--- src/hdl/flash_seq_pkg.sv ---
package flash_seq_pkg;
    // ****************************************
    // register byte addresses
    // ****************************************
    localparam logic [7:0] clock_divider_off = 8'h00;
    localparam logic [7:0] option_off = 8'h04;
    localparam logic [7:0] status_off = 8'h08;
    localparam logic [7:0] command_off = 8'h0c;
    localparam logic [7:0] array_addr_off = 8'h10;
    localparam logic [7:0] array_data_off = 8'h14;
    localparam logic [7:0] key_lo_off = 8'h18;
    localparam logic [7:0] key_hi_off = 8'h1c;
    localparam logic [7:0] key_entry_lo_off = 8'h20;
    localparam logic [7:0] key_entry_hi_off = 8'h24;
    localparam logic [7:0] control_off = 8'h28;
    // nonvolatile store offsets, kept as array addresses
    localparam logic [15:0] fine_trim_store_off = 16'hffae;
    localparam logic [15:0] oscillator_trim_store_off = 16'hffaf;
    localparam logic [15:0] backdoor_comparison_key_off = 16'hffb0;
    localparam logic [15:0] protection_option_store_off = 16'hffbd;
    localparam logic [15:0] security_option_store_off = 16'hffbf;
    // ****************************************
    // field positions
    // ****************************************
    localparam int divider_loaded_pos = 7;
    localparam int prescale_by8_pos = 6;
    localparam int cbe_pos = 7;
    localparam int ccf_pos = 6;
    localparam int accerr_pos = 4;
    localparam int blank_pos = 2;
    localparam int key_enable_pos = 7;
    localparam int unsecure_pos = 0;
    localparam int bdm_pos = 0;
    localparam logic [1:0] unsecured_pattern = 2'h2;
    // ****************************************
    // commands
    // ****************************************
    localparam logic [7:0] cmd_blank_check = 8'h05;
    localparam logic [7:0] cmd_byte_program = 8'h20;
    localparam logic [7:0] cmd_burst_program = 8'h25;
    localparam logic [7:0] cmd_page_erase = 8'h40;
    localparam logic [7:0] cmd_mass_erase = 8'h41;
    // ****************************************
    // timing in flash timing clock cycles
    // ****************************************
    localparam logic [15:0] cycles_byte_program = 16'h0009;
    localparam logic [15:0] cycles_burst_program = 16'h0004;
    localparam logic [15:0] cycles_page_erase = 16'h0fa0;
    localparam logic [15:0] cycles_mass_erase = 16'h4e20;
    localparam logic [15:0] cycles_blank_check = 16'h0001;
    localparam int page_bytes = 512;
    localparam int ftclk_min_khz = 150;
    localparam int ftclk_max_khz = 200;
    localparam logic [7:0] security_option_reset = 8'hff;
    localparam logic [63:0] key_reset = 64'hffffffffffffffff;
    typedef enum logic [1:0] {
        st_idle = 2'b00,
        st_addr = 2'b01,
        st_cmd = 2'b10,
        st_busy = 2'b11
    } seq_state_t;
endpackage

--- src/hdl/tick_divider.sv ---
`timescale 1ns/1ps
module tick_divider #(
    parameter int WIDTH = 6
) (
    input wire logic aclk,
    input wire logic aresetn,
    input wire logic enable,
    input wire logic by8,
    input wire logic [WIDTH-1:0] div,
    output logic tick
);
    // ****************************************
    // period = (div+1) * (by8 ? 8 : 1) clocks
    // ****************************************
    initial begin
        if (WIDTH < 1 || WIDTH > 16) begin
            $error("tick_divider width out of range");
        end
    end
    logic [WIDTH-1:0] cnt_q;
    logic [2:0] pre_q;
    wire pre_wrap = !by8 || (pre_q == 3'h7);
    wire cnt_wrap = pre_wrap && (cnt_q == div);
    always_ff @(posedge aclk) begin
        if (!aresetn || !enable) begin
            cnt_q <= '0;
            pre_q <= 3'h0;
            tick <= 1'b0;
        end else begin
            pre_q <= pre_wrap ? 3'h0 : pre_q + 3'h1;
            if (pre_wrap) begin
                cnt_q <= cnt_wrap ? '0 : cnt_q + 1'b1;
            end
            tick <= cnt_wrap;
        end
    end
endmodule

--- src/hdl/flash_command_sequencer.sv ---
// Added by the designer: register access over AXI4-Lite.
`timescale 1ns/1ps
// Overview of operation
// host sets timing clock 150 to 200 kHz
// divider register accepts one write only
// divider writes ignored while access error
// pulses counted in whole timing clock ticks
// byte program 9, burst 4 ticks
// page erase 4000, mass erase 20000 ticks
// first step latches array address, data
// mass erase, blank check accept any address
// second step latches command code
// page erase 0x40, mass erase 0x41
// writing one to empty bit launches command
// writing zero before launch aborts, errors
// access error blocks new commands
// complete flag marks command finished
// erase unit is one 512-byte page
// host never reprograms byte without erase
// array 4096 bytes, eight pages default
// matching key disengages security when enabled
// key entry refused from background debug
// key disabled: mass erase plus blank
// pattern 1:0 unsecures after next reset
// unknown command code sets access error
// array write while busy sets error
// access error cleared by writing one
// complete drops on launch, rises after count
module flash_command_sequencer #(
    parameter int ARRAY_BYTES = 4096,
    parameter int DIV_WIDTH = 6,
    parameter int FTCLK_KHZ_NOM = 200
) (
    input wire logic aclk,
    input wire logic aresetn,
    input wire logic [7:0] s_axi_awaddr,
    input wire logic s_axi_awvalid,
    output logic s_axi_awready,
    input wire logic [31:0] s_axi_wdata,
    input wire logic [3:0] s_axi_wstrb,
    input wire logic s_axi_wvalid,
    output logic s_axi_wready,
    output logic [1:0] s_axi_bresp,
    output logic s_axi_bvalid,
    input wire logic s_axi_bready,
    input wire logic [7:0] s_axi_araddr,
    input wire logic s_axi_arvalid,
    output logic s_axi_arready,
    output logic [31:0] s_axi_rdata,
    output logic [1:0] s_axi_rresp,
    output logic s_axi_rvalid,
    input wire logic s_axi_rready,
    input wire logic [7:0] security_option_store,
    input wire logic [63:0] backdoor_comparison_key,
    output logic array_program_pulse,
    output logic array_erase_pulse,
    output logic [15:0] array_target_addr,
    output logic [7:0] array_target_data,
    input wire logic array_is_blank,
    output logic secured
);
    // ****************************************
    // elaboration checks
    // ****************************************
    localparam int ADDR_W = $clog2(ARRAY_BYTES);
    localparam int PAGE_W = $clog2(flash_seq_pkg::page_bytes);
    initial begin
        if (ARRAY_BYTES != 4096 && ARRAY_BYTES != 2048) begin
            $error("array size must be 4096 or 2048");
        end
        if (DIV_WIDTH < 1 || DIV_WIDTH > 6) begin
            $error("divider width out of range");
        end
    end
    // ****************************************
    // write channel capture
    // ****************************************
    logic aw_have_q, w_have_q;
    logic [7:0] aw_addr_q;
    logic [31:0] w_data_q;
    logic [3:0] w_strb_q;
    assign s_axi_awready = !aw_have_q && !s_axi_bvalid;
    assign s_axi_wready = !w_have_q && !s_axi_bvalid;
    wire wr_go = aw_have_q && w_have_q;
    wire wr_lane0 = wr_go && w_strb_q[0];
    wire [7:0] wbyte = w_data_q[7:0];
    wire wr_div = wr_lane0 && (aw_addr_q == flash_seq_pkg::clock_divider_off);
    wire wr_stat = wr_lane0 && (aw_addr_q == flash_seq_pkg::status_off);
    wire wr_cmd = wr_lane0 && (aw_addr_q == flash_seq_pkg::command_off);
    wire wr_aaddr = wr_go && (aw_addr_q == flash_seq_pkg::array_addr_off);
    wire wr_adata = wr_lane0 && (aw_addr_q == flash_seq_pkg::array_data_off);
    wire wr_klo = wr_go && (aw_addr_q == flash_seq_pkg::key_entry_lo_off);
    wire wr_khi = wr_go && (aw_addr_q == flash_seq_pkg::key_entry_hi_off);
    wire wr_ctl = wr_lane0 && (aw_addr_q == flash_seq_pkg::control_off);
    wire wr_known = wr_div || wr_stat || wr_cmd || wr_aaddr || wr_adata || wr_klo
        || wr_khi || wr_ctl;
    always_ff @(posedge aclk) begin
        if (!aresetn) begin
            aw_have_q <= 1'b0;
            w_have_q <= 1'b0;
            aw_addr_q <= 8'h00;
            w_data_q <= 32'h00000000;
            w_strb_q <= 4'h0;
            s_axi_bvalid <= 1'b0;
            s_axi_bresp <= 2'h0;
        end else begin
            if (s_axi_awvalid && s_axi_awready) begin
                aw_have_q <= 1'b1;
                aw_addr_q <= s_axi_awaddr;
            end
            if (s_axi_wvalid && s_axi_wready) begin
                w_have_q <= 1'b1;
                w_data_q <= s_axi_wdata;
                w_strb_q <= s_axi_wstrb;
            end
            if (wr_go) begin
                aw_have_q <= 1'b0;
                w_have_q <= 1'b0;
                s_axi_bvalid <= 1'b1;
                s_axi_bresp <= (wr_known || !w_strb_q[0]) ? 2'h0 : 2'h2;
            end else if (s_axi_bvalid && s_axi_bready) begin
                s_axi_bvalid <= 1'b0;
            end
        end
    end
    // ****************************************
    // option and security state
    // ****************************************
    logic boot_q, unsecure_q, key_ok_q, bdm_q;
    logic [7:0] opt_q;
    logic [63:0] key_entry_q;
    wire key_enable = opt_q[flash_seq_pkg::key_enable_pos];
    assign secured = !unsecure_q;
    // ****************************************
    // divider and timing clock
    // ****************************************
    logic [7:0] div_q;
    logic tick;
    wire div_loaded = div_q[flash_seq_pkg::divider_loaded_pos];
    logic accerr_q, cbe_q, ccf_q, blank_q;
    tick_divider #(
        .WIDTH(DIV_WIDTH)
    ) u_tick (
        .aclk(aclk),
        .aresetn(aresetn),
        .enable(div_loaded),
        .by8(div_q[flash_seq_pkg::prescale_by8_pos]),
        .div(div_q[DIV_WIDTH-1:0]),
        .tick(tick)
    );
    always_ff @(posedge aclk) begin
        if (!aresetn) begin
            div_q <= 8'h00;
        end else if (wr_div && !div_loaded && !accerr_q) begin
            div_q <= {1'b1, wbyte[6:0]};
        end
    end
    // ****************************************
    // command sequencer
    // ****************************************
    flash_seq_pkg::seq_state_t state_q;
    logic [7:0] cmd_q;
    logic [15:0] addr_q;
    logic [7:0] data_q;
    logic [15:0] left_q;
    wire cmd_valid = (wbyte == flash_seq_pkg::cmd_blank_check)
        || (wbyte == flash_seq_pkg::cmd_byte_program)
        || (wbyte == flash_seq_pkg::cmd_burst_program)
        || (wbyte == flash_seq_pkg::cmd_page_erase)
        || (wbyte == flash_seq_pkg::cmd_mass_erase);
    wire cmd_bdm_bad = bdm_q && secured && (wbyte != flash_seq_pkg::cmd_blank_check)
        && (wbyte != flash_seq_pkg::cmd_mass_erase);
    wire launch = wr_stat && wbyte[flash_seq_pkg::cbe_pos] && (state_q == flash_seq_pkg::st_cmd);
    wire abort = wr_stat && !wbyte[flash_seq_pkg::cbe_pos]
        && (state_q != flash_seq_pkg::st_idle) && (state_q != flash_seq_pkg::st_busy);
    wire arr_write_bad = wr_adata && (!cbe_q || !div_loaded
        || (state_q != flash_seq_pkg::st_idle));
    wire ctrl_after_addr = wr_div && (state_q == flash_seq_pkg::st_addr);
    wire cmd_bad = wr_cmd && (state_q != flash_seq_pkg::st_addr || !cmd_valid || cmd_bdm_bad);
    wire err_set = arr_write_bad || abort || cmd_bad || ctrl_after_addr;
    wire err_clr = wr_stat && wbyte[flash_seq_pkg::accerr_pos];
    wire is_erase = (cmd_q == flash_seq_pkg::cmd_page_erase)
        || (cmd_q == flash_seq_pkg::cmd_mass_erase);
    wire [15:0] run_cycles = (cmd_q == flash_seq_pkg::cmd_byte_program)
        ? flash_seq_pkg::cycles_byte_program
        : (cmd_q == flash_seq_pkg::cmd_burst_program) ? flash_seq_pkg::cycles_burst_program
        : (cmd_q == flash_seq_pkg::cmd_page_erase) ? flash_seq_pkg::cycles_page_erase
        : (cmd_q == flash_seq_pkg::cmd_mass_erase) ? flash_seq_pkg::cycles_mass_erase
        : flash_seq_pkg::cycles_blank_check;
    wire [15:0] page_mask = 16'hffff << PAGE_W;
    wire [15:0] arr_mask = 16'(ARRAY_BYTES - 1);
    wire mass_like = (cmd_q == flash_seq_pkg::cmd_mass_erase)
        || (cmd_q == flash_seq_pkg::cmd_blank_check);
    wire [15:0] target = mass_like ? 16'h0000
        : (cmd_q == flash_seq_pkg::cmd_page_erase) ? (addr_q & arr_mask & page_mask)
        : (addr_q & arr_mask);
    wire done = (state_q == flash_seq_pkg::st_busy) && tick && (left_q == 16'h0001);
    wire blank_done = done && (cmd_q == flash_seq_pkg::cmd_blank_check);
    always_ff @(posedge aclk) begin
        if (!aresetn) begin
            state_q <= flash_seq_pkg::st_idle;
            cmd_q <= 8'h00;
            addr_q <= 16'h0000;
            data_q <= 8'h00;
            left_q <= 16'h0000;
        end else begin
            if (wr_aaddr && state_q == flash_seq_pkg::st_idle) begin
                addr_q <= w_data_q[15:0];
            end
            case (state_q)
                flash_seq_pkg::st_idle: begin
                    if (wr_adata && !arr_write_bad && !accerr_q) begin
                        data_q <= wbyte;
                        state_q <= flash_seq_pkg::st_addr;
                    end
                end
                flash_seq_pkg::st_addr: begin
                    if (abort || ctrl_after_addr || cmd_bad || wr_adata) begin
                        state_q <= flash_seq_pkg::st_idle;
                    end else if (wr_cmd) begin
                        cmd_q <= wbyte;
                        state_q <= flash_seq_pkg::st_cmd;
                    end
                end
                flash_seq_pkg::st_cmd: begin
                    if (abort || wr_cmd || wr_adata || wr_div) begin
                        state_q <= flash_seq_pkg::st_idle;
                    end else if (launch) begin
                        left_q <= run_cycles;
                        state_q <= flash_seq_pkg::st_busy;
                    end
                end
                flash_seq_pkg::st_busy: begin
                    if (tick) begin
                        left_q <= left_q - 16'h0001;
                        if (left_q == 16'h0001) begin
                            state_q <= flash_seq_pkg::st_idle;
                        end
                    end
                end
                default: begin
                    state_q <= flash_seq_pkg::st_idle;
                end
            endcase
        end
    end
    // ****************************************
    // status flags
    // ****************************************
    always_ff @(posedge aclk) begin
        if (!aresetn) begin
            accerr_q <= 1'b0;
            cbe_q <= 1'b1;
            ccf_q <= 1'b1;
            blank_q <= 1'b0;
        end else begin
            if (err_set) begin
                accerr_q <= 1'b1;
            end else if (err_clr) begin
                accerr_q <= 1'b0;
            end
            if (launch) begin
                cbe_q <= 1'b0;
                ccf_q <= 1'b0;
                blank_q <= 1'b0;
            end else if (done) begin
                cbe_q <= 1'b1;
                ccf_q <= 1'b1;
            end
            if (blank_done) begin
                blank_q <= array_is_blank;
            end
        end
    end
    always_ff @(posedge aclk) begin
        if (!aresetn) begin
            array_program_pulse <= 1'b0;
            array_erase_pulse <= 1'b0;
            array_target_addr <= 16'h0000;
            array_target_data <= 8'h00;
        end else begin
            array_program_pulse <= (state_q == flash_seq_pkg::st_busy) && tick && !is_erase
                && (cmd_q != flash_seq_pkg::cmd_blank_check);
            array_erase_pulse <= (state_q == flash_seq_pkg::st_busy) && tick && is_erase;
            array_target_addr <= target;
            array_target_data <= data_q;
        end
    end
    // ****************************************
    // security
    // ****************************************
    wire key_match = key_enable && !bdm_q && (key_entry_q == backdoor_comparison_key);
    always_ff @(posedge aclk) begin
        if (!aresetn) begin
            boot_q <= 1'b1;
            opt_q <= flash_seq_pkg::security_option_reset;
            unsecure_q <= 1'b0;
            key_ok_q <= 1'b0;
            key_entry_q <= flash_seq_pkg::key_reset;
            bdm_q <= 1'b0;
        end else begin
            boot_q <= 1'b0;
            if (boot_q) begin
                opt_q <= security_option_store;
                unsecure_q <= (security_option_store[1:0] == flash_seq_pkg::unsecured_pattern);
            end else if (key_ok_q && key_match) begin
                unsecure_q <= 1'b1;
            end else if (blank_done && array_is_blank && !key_enable) begin
                unsecure_q <= 1'b1;
            end
            if (wr_ctl) begin
                bdm_q <= wbyte[flash_seq_pkg::bdm_pos];
            end
            if (wr_klo && !bdm_q) begin
                key_entry_q[31:0] <= w_data_q;
            end
            if (wr_khi && !bdm_q) begin
                key_entry_q[63:32] <= w_data_q;
            end
            key_ok_q <= wr_khi && !bdm_q;
        end
    end
    // ****************************************
    // read channel
    // ****************************************
    wire [7:0] stat_byte = {cbe_q, ccf_q, 1'b0, accerr_q, 1'b0, blank_q, 2'b00};
    wire [7:0] ra = s_axi_araddr;
    wire rd_known = ra == flash_seq_pkg::clock_divider_off || ra == flash_seq_pkg::option_off
        || ra == flash_seq_pkg::status_off || ra == flash_seq_pkg::command_off
        || ra == flash_seq_pkg::array_addr_off || ra == flash_seq_pkg::array_data_off
        || ra == flash_seq_pkg::control_off || ra == flash_seq_pkg::key_lo_off
        || ra == flash_seq_pkg::key_hi_off;
    wire [31:0] rd_word = (ra == flash_seq_pkg::clock_divider_off) ? {24'h0, div_q}
        : (ra == flash_seq_pkg::option_off) ? {24'h0, opt_q[7:2], ~unsecure_q, unsecure_q}
        : (ra == flash_seq_pkg::status_off) ? {24'h0, stat_byte}
        : (ra == flash_seq_pkg::command_off) ? {24'h0, cmd_q}
        : (ra == flash_seq_pkg::array_addr_off) ? {16'h0, addr_q}
        : (ra == flash_seq_pkg::array_data_off) ? {24'h0, data_q}
        : (ra == flash_seq_pkg::control_off) ? {31'h0, bdm_q}
        : 32'h00000000;
    assign s_axi_arready = !s_axi_rvalid;
    always_ff @(posedge aclk) begin
        if (!aresetn) begin
            s_axi_rvalid <= 1'b0;
            s_axi_rdata <= 32'h00000000;
            s_axi_rresp <= 2'h0;
        end else if (s_axi_arvalid && s_axi_arready) begin
            s_axi_rvalid <= 1'b1;
            s_axi_rdata <= rd_word;
            s_axi_rresp <= rd_known ? 2'h0 : 2'h2;
        end else if (s_axi_rvalid && s_axi_rready) begin
            s_axi_rvalid <= 1'b0;
        end
    end
endmodule

--- config.mk ---
export PLATFORM = sky130hd
export DESIGN_NAME = flash_command_sequencer
export DESIGN_NICKNAME = d
export VERILOG_FILES = /design/src/hdl/flash_seq_pkg.sv /design/src/hdl/tick_divider.sv /design/src/hdl/flash_command_sequencer.sv
export SDC_FILE = /design/constraint.sdc
export NUM_CORES = 1
export LEC_CHECK = 0
export BUFFER_PORTS_ARGS = -buffer_cell sky130_fd_sc_hd__buf_4
export CAP_MARGIN = 30
export CORE_ASPECT_RATIO = 1.25
export CORE_MARGIN = 2
export CORE_UTILIZATION = 28
export CTS_CLUSTER_DIAMETER = 50
export CTS_CLUSTER_SIZE = 12
export DETAILED_ROUTE_END_ITERATION = 6
export HOLD_SLACK_MARGIN = 0.1
export PLACE_DENSITY = 0.52
export SYNTH_ARGS = -nofsm -noshare
export SYNTH_HDL_FRONTEND = slang
export SYNTH_HIERARCHICAL = 1
export SYNTH_SLANG_ARGS = --single-unit
--- constraint.sdc ---
create_clock -name aclk -period 2.2 [get_ports aclk]
set_input_delay 0.44 -clock aclk [delete_from_list [all_inputs] [get_ports aclk]]
set_output_delay 0.44 -clock aclk [all_outputs]
set_load 0.01 [all_outputs]
Word-level counts from Yosys, hierarchy flattened

Cells that the tools add are included.

Register bits: 254
Input port bits: 132
Output and inout port bits: 68
Logic and storage cells: 246

Add/sub/neg operators: 3
Equal/unequal tests: 45
Muxes and demuxes: 40
Bitwise logic cells: 3
Reduce and logical (&&, ||, !) cells: 121

Operator list:

| kind                                                   | count |
|---|---|
| two-way mux 16 bit                                     | 8 |
| == test 64 bit                                         | 1 |
| == test 8 x 6 -> 1 bit (second input constant)         | 8 |
| two-way mux 15 bit                                     | 4 |
| == test 8 x 5 -> 1 bit (second input constant)         | 6 |
| logical AND 1 bit                                      | 48 |
| logical OR 1 bit                                       | 37 |
| == test 8 x 4 -> 1 bit (second input constant)         | 4 |
| == test 8 x 7 -> 1 bit (second input constant)         | 4 |
| case mux 16 bit (2 select lines)                       | 1 |
| == test 8 x 3 -> 1 bit (second input constant)         | 3 |
| two-way mux 2 bit                                      | 9 |
| logical NOT 1 bit                                      | 17 |
| == test 16 x 1 -> 1 bit (second input constant)        | 1 |
| logical NOT 8 bit                                      | 2 |
| inequality test 8 x 3 -> 1 bit (second input constant) | 2 |
| subtractor 16 x 1 -> 16 bit (second input constant)    | 1 |
| two-way mux 1 bit                                      | 15 |
| nonzero test 2 bit                                     | 7 |
| two-way mux 8 bit                                      | 1 |
| inequality test 2 x 1 -> 1 bit (second input constant) | 4 |
| inequality test 8 x 7 -> 1 bit (second input constant) | 1 |
| case mux 2 bit (4 select lines)                        | 1 |
| adder 6 x 1 -> 6 bit (second input constant)           | 1 |
| 17 further kinds                                       | 26 |

Longest topological paths before layout

Depth in word-level cells: 13
Gate-level depth with buffers: 8

By module

The synthesis kept the hierarchy.

By module, submodules not included:

| module                  | instances | cells each | area each (sq um) |
|---|---|---|---|
| flash_command_sequencer | 1         | 1,195      | 9,621.7 |
| tick_divider            | 1         | 47         | 466.7 |

Worst setup path before layout

Ideal clock, no wire load.

Kind: reg2reg
From: register aw_addr_q[5]
To: register left_q[13]
Arrival: 2.098 ns
Required time: 2.082 ns
Setup slack: -0.016 ns
Stages on the path, launching flop included: 8
Period minus slack after synthesis: 2.216 ns
Cells stage by stage: dfxtp_1 or4_1 or4_4 and2_4 buf_6 nor4b_4 xnor2_1 nor2_2

Longest elaborated chain between the ends: 10
Elaborated cells on any way between the ends: 19
Those cells by class: 5 x eq/ne; 14 x reduce/logical

RTL lines:

| item                                     | RTL line                       | text |
|---|---|---|
| start, declared                          | flash_command_sequencer.sv:79  | `logic [7:0] aw_addr_q;` |
| start signal, assigned                   | flash_command_sequencer.sv:109 | `aw_addr_q <= s_axi_awaddr;` |
| == test 8 x 4 -> 1 bit                   | flash_command_sequencer.sv:88  | `wire wr_stat = wr_lane0 && (aw_addr_q == flash_seq_pkg::status_off);` |
| logical AND 1 bit                        | flash_command_sequencer.sv:88  |  |
| logical AND 1 bit                        | flash_command_sequencer.sv:174 | `wire abort = wr_stat && !wbyte[flash_seq_pkg::cbe_pos]` |
| logical AND 1 bit (2 in series)          | flash_command_sequencer.sv:175 | `&& (state_q != flash_seq_pkg::st_idle) && (state_q != flash_seq_pkg::st_busy);` |
| logical OR 1 bit (3 in series)           | flash_command_sequencer.sv:226 | `if (abort \|\| wr_cmd \|\| wr_adata \|\| wr_div) begin` |
| inequality test 2 bit (no source line)   | n/a                            |  |
| AND reduction 4 bit (no source line) (*) | n/a                            |  |
| end signal, assigned                     | flash_command_sequencer.sv:229 | `left_q <= run_cycles;` |
| end signal, assigned                     | flash_command_sequencer.sv:235 | `left_q <= left_q - 16'h0001;` |
| end, declared                            | flash_command_sequencer.sv:165 | `logic [15:0] left_q;` |

Mark *: on every way between the ends. The rest lies on a longest branch, timed or not.
A chain may end at the register's enable or synchronous reset.

Worst setup path in the final report

From: register aw_addr_q[0]
To: register left_q[13]

The elaborated chain is that of the path after synthesis.

==> results.md <==
- CTS Buf Count: 27
- Max_slew headroom: 55.66%
- DR WL/cell: between 15 and 20 um
- Share of layout cells above drive strength 1: 21.53%
- Diode count: 0
- Peak VDD IR: roughly 0.42 mV
- Worst-Margin Slew: around 0.66 ns
- TritonCTS clock tree: yes
- Design Power: 0.009753 W
- Leak: 5.537 nW
- Via density: 4.686
- Placer congestion estimate: ~0.84
- Number of antenna violations at the first check in global routing: 0
- Core area: 35450 um^2
- Yosys top cell area share: 45.64%
- Startpoint types: flop
- RSZ-0062 raised after global routing: true
- Clock skew: 0.01430 ns
- Total GRT Usage: 16.73%
- Post-synth EDFFs: 0
- Register area share after synthesis: 45.64%
- Row Count: 77
- Clock buffer depth: 3
- Die height: 216.2 um
- Drt pass-1 iters: 5
- Period minus WS final: 2.173 ns
- Total congestion overflow: 0
- Setup WS pre-CTS: -0.01036 ns
- Final setup viols: 0
- Max Transition Viols Final: 0
- Hold Vio Cnt, Final: 0
- Area contributors post-synth: dfxtp_1 46%, nand2_1 11%, a21oi_1 4.9%, nand3_1 3.9%, xor2_1 3.7%
- Synth cell count leaders: 293 x nand2_1, 230 x dfxtp_1, 99 x a21oi_1
- Tightest Hold Check Type: input port to flop
- Required time of the worst setup path: between 2 and 3 ns
- Status: complete, no violations
- Chip width: 173.8 um
- Pwr/cell area: 727.7 nW/um^2
- Post-synthesis cell count: 1242
- CTS root buf: clkbuf_16
- Clock slew at reported path FFs: around 0.060 ns
- Syn Area/Cell: 8.123 um^2
- Area grow syn2layout: 32.84%
- Clk sinks: 230
- Period utilization: 98.77%
- Fin nets: 1597
- Remaining DRCs: 0
- Input/output buffers: 174
- DRT iter0 DRCs: 502
- Setup Crit Path Kind: flop to flop
- DP Area: 12280 um^2
- Count leader, synth: nand2_1
- Async set-or-reset flop fraction in the synthesized netlist: 0%
- Max Cap Violations: 0
- Crit. End Element: flop
- First-pass GRT wire length: 49.98 mm
- Full die area: 37570 um^2
- Dominant cell type by area after synthesis: dfxtp_1
- CP arrival: 2.61 ns
- Fmax achieved: about 460 MHz
- Overall routed net length: 32.17 mm
- Post-DP HPWL: 23.64 mm
- Worst-path fanout max: 4
- Initial core utilization: 28.45%
- Primary FF master, synth: dfxtp_1
- Largest net degree at the start of global routing: 47
- Clk_lat worst skew: ~0.56 ns
- Vias in the first global route: approximately 9000
- Final Cell Area: 13400 um^2
- Yosys reg bits: 230
- I/O pin total: 200
- Final hold slack: 0.1282 ns
- Synth Warn #: 6
- Count of cell types in the netlist: 67
- Synthesized cell area: 10090 um^2
- ANT nets after route: 0
- DR vias: 9143
- Setup ws final: between 0.02 and 0.03 ns
- Htree depth: 1
## metal layers
layer | wire length, um | up-vias | global-route usage (%)
li1 | - | 4603 | -
met1 | 13920 | 4248 | 20.91
met2 | 15710 | 254 | 29.30
met3 | 2014 | 38 | 3.579
met4 | 522 | 0 | 4.034
met5 | 0 | - | 0
## placed cells by master, fill, tap and decap left out, drive strengths merged, types with 3 or more instances in the layout
cell type / Yosys / routed
o31ai: 3 / 3
and3: 3 / 3
nand4: 20 / 20
a2111oi: 3 / 3
xnor2: 37 / 37
nand2b: 12 / 12
o21ai: 30 / 30
clkbuf: 59 / 37
xor2: 43 / 43
nor3: 20 / 20
o22ai: 3 / 3
clkinv: 1 / 5
nand3b: 5 / 5
dfxtp: 230 / 230
dlygate4sd3: 0 / 13
mux2i: 26 / 26
nor4b: 3 / 3
a211oi: 5 / 5
bufinv: 0 / 3
buf: 36 / 249
nand2: 293 / 293
a21oi: 99 / 99
nor2: 84 / 84
nor4: 20 / 20
a22o: 5 / 5
or4: 5 / 5
and2: 33 / 33
conb: 1 / 22
inv: 11 / 13
a31oi: 6 / 6
o211ai: 6 / 6
ha: 5 / 5
nand3: 78 / 78
nor2b: 10 / 10
or3: 3 / 3
a22oi: 12 / 12
## what timing repair did
item                                    4_1_cts  5_1_grt
endpoints found under the setup margin        1       31
hold buffers                                 13        0
hold endpoints to repair                     13        0
buffers inserted                              1        0
gates resized for setup                       1       12
cloned                                        0        1
pin swaps                                     3        4
## registers in the layout, indices dropped and copies added (netlist names), 2 cells and up
name               count
left_q                16
opt_q                  6
cmd_q                  8
w_data_q              32
u_tick/pre_q           3
array_target_addr     12
u_tick/cnt_q           6
aw_addr_q              8
div_q                  8
addr_q                16
data_q                 8
key_entry_q           64
s_axi_rdata           16
array_target_data      8
state_q                2
## where the power goes
group          total (W)  switching, W  internal (W)
clock network    0.00458       0.00182       0.00275
logic           0.000857      0.000458      0.000399
registers        0.00432     0.0000734       0.00425
## worst max-delay path, stage by stage, from the launching register on
cell and delay, ns:
dfxtp_1 0.31, or4b_4 0.56, or4_4 0.58, and2_4 0.19
nor4b_4 0.22, xnor2_1 0.16, nor2_2 0.04
## area by class of cell
| class | count | area (um^2) |
|---|---|---|
| clock inverters | 10 | 157.7 |
| flip-flops and latches | 230 | 4606 |
| repair buffers | 263 | 2141 |
| well taps | 474 | 593.1 |
| inverters | 12 | 46.29 |
| fillers | 3734 | 22050 |
| multi-input cells | 926 | 5109 |
| clock buffers | 36 | 749.5 |
## worst paths after layout
path                                        end            start  slack, ns  depth (start not counted)
worst max-delay path                 left_q[13]     aw_addr_q[0]       0.03                          6
worst min-delay path               w_data_q[13]  s_axi_wdata[13]       0.13                          3
worst max register to register       left_q[13]     aw_addr_q[0]       0.03                          6
worst min register to register  u_tick/pre_q[0]  u_tick/pre_q[0]       0.43                          1
## stage by stage
step / util (%) / setup TNS [ns] / instances
2_1_floorplan: - / 0 / 1263
3_3_place_gp: 34.65 / 0 / 1890
3_5_place_dp: 34.65 / -0.01036 / 1890
4_1_cts: 37.61 / 0 / 1950
5_1_grt: 37.80 / -0.04257 / 1951
6_report: 37.80 / 0 / 1951
## cell families (layout without fill, tap and decap cells)
logic type,after synthesis,count (layout),synth area share (%)
xor+xnor,80,80,6.945
other cells,1,22,0.03717
flops,230,230,45.64
buf+inv,107,321,4.986
fa+ha+maj,5,5,0.6201
simple gates,600,600,27.60
mux,28,28,2.803
compound gates,191,191,11.37
No activity file was read; power rests on OpenSTA's default activity.
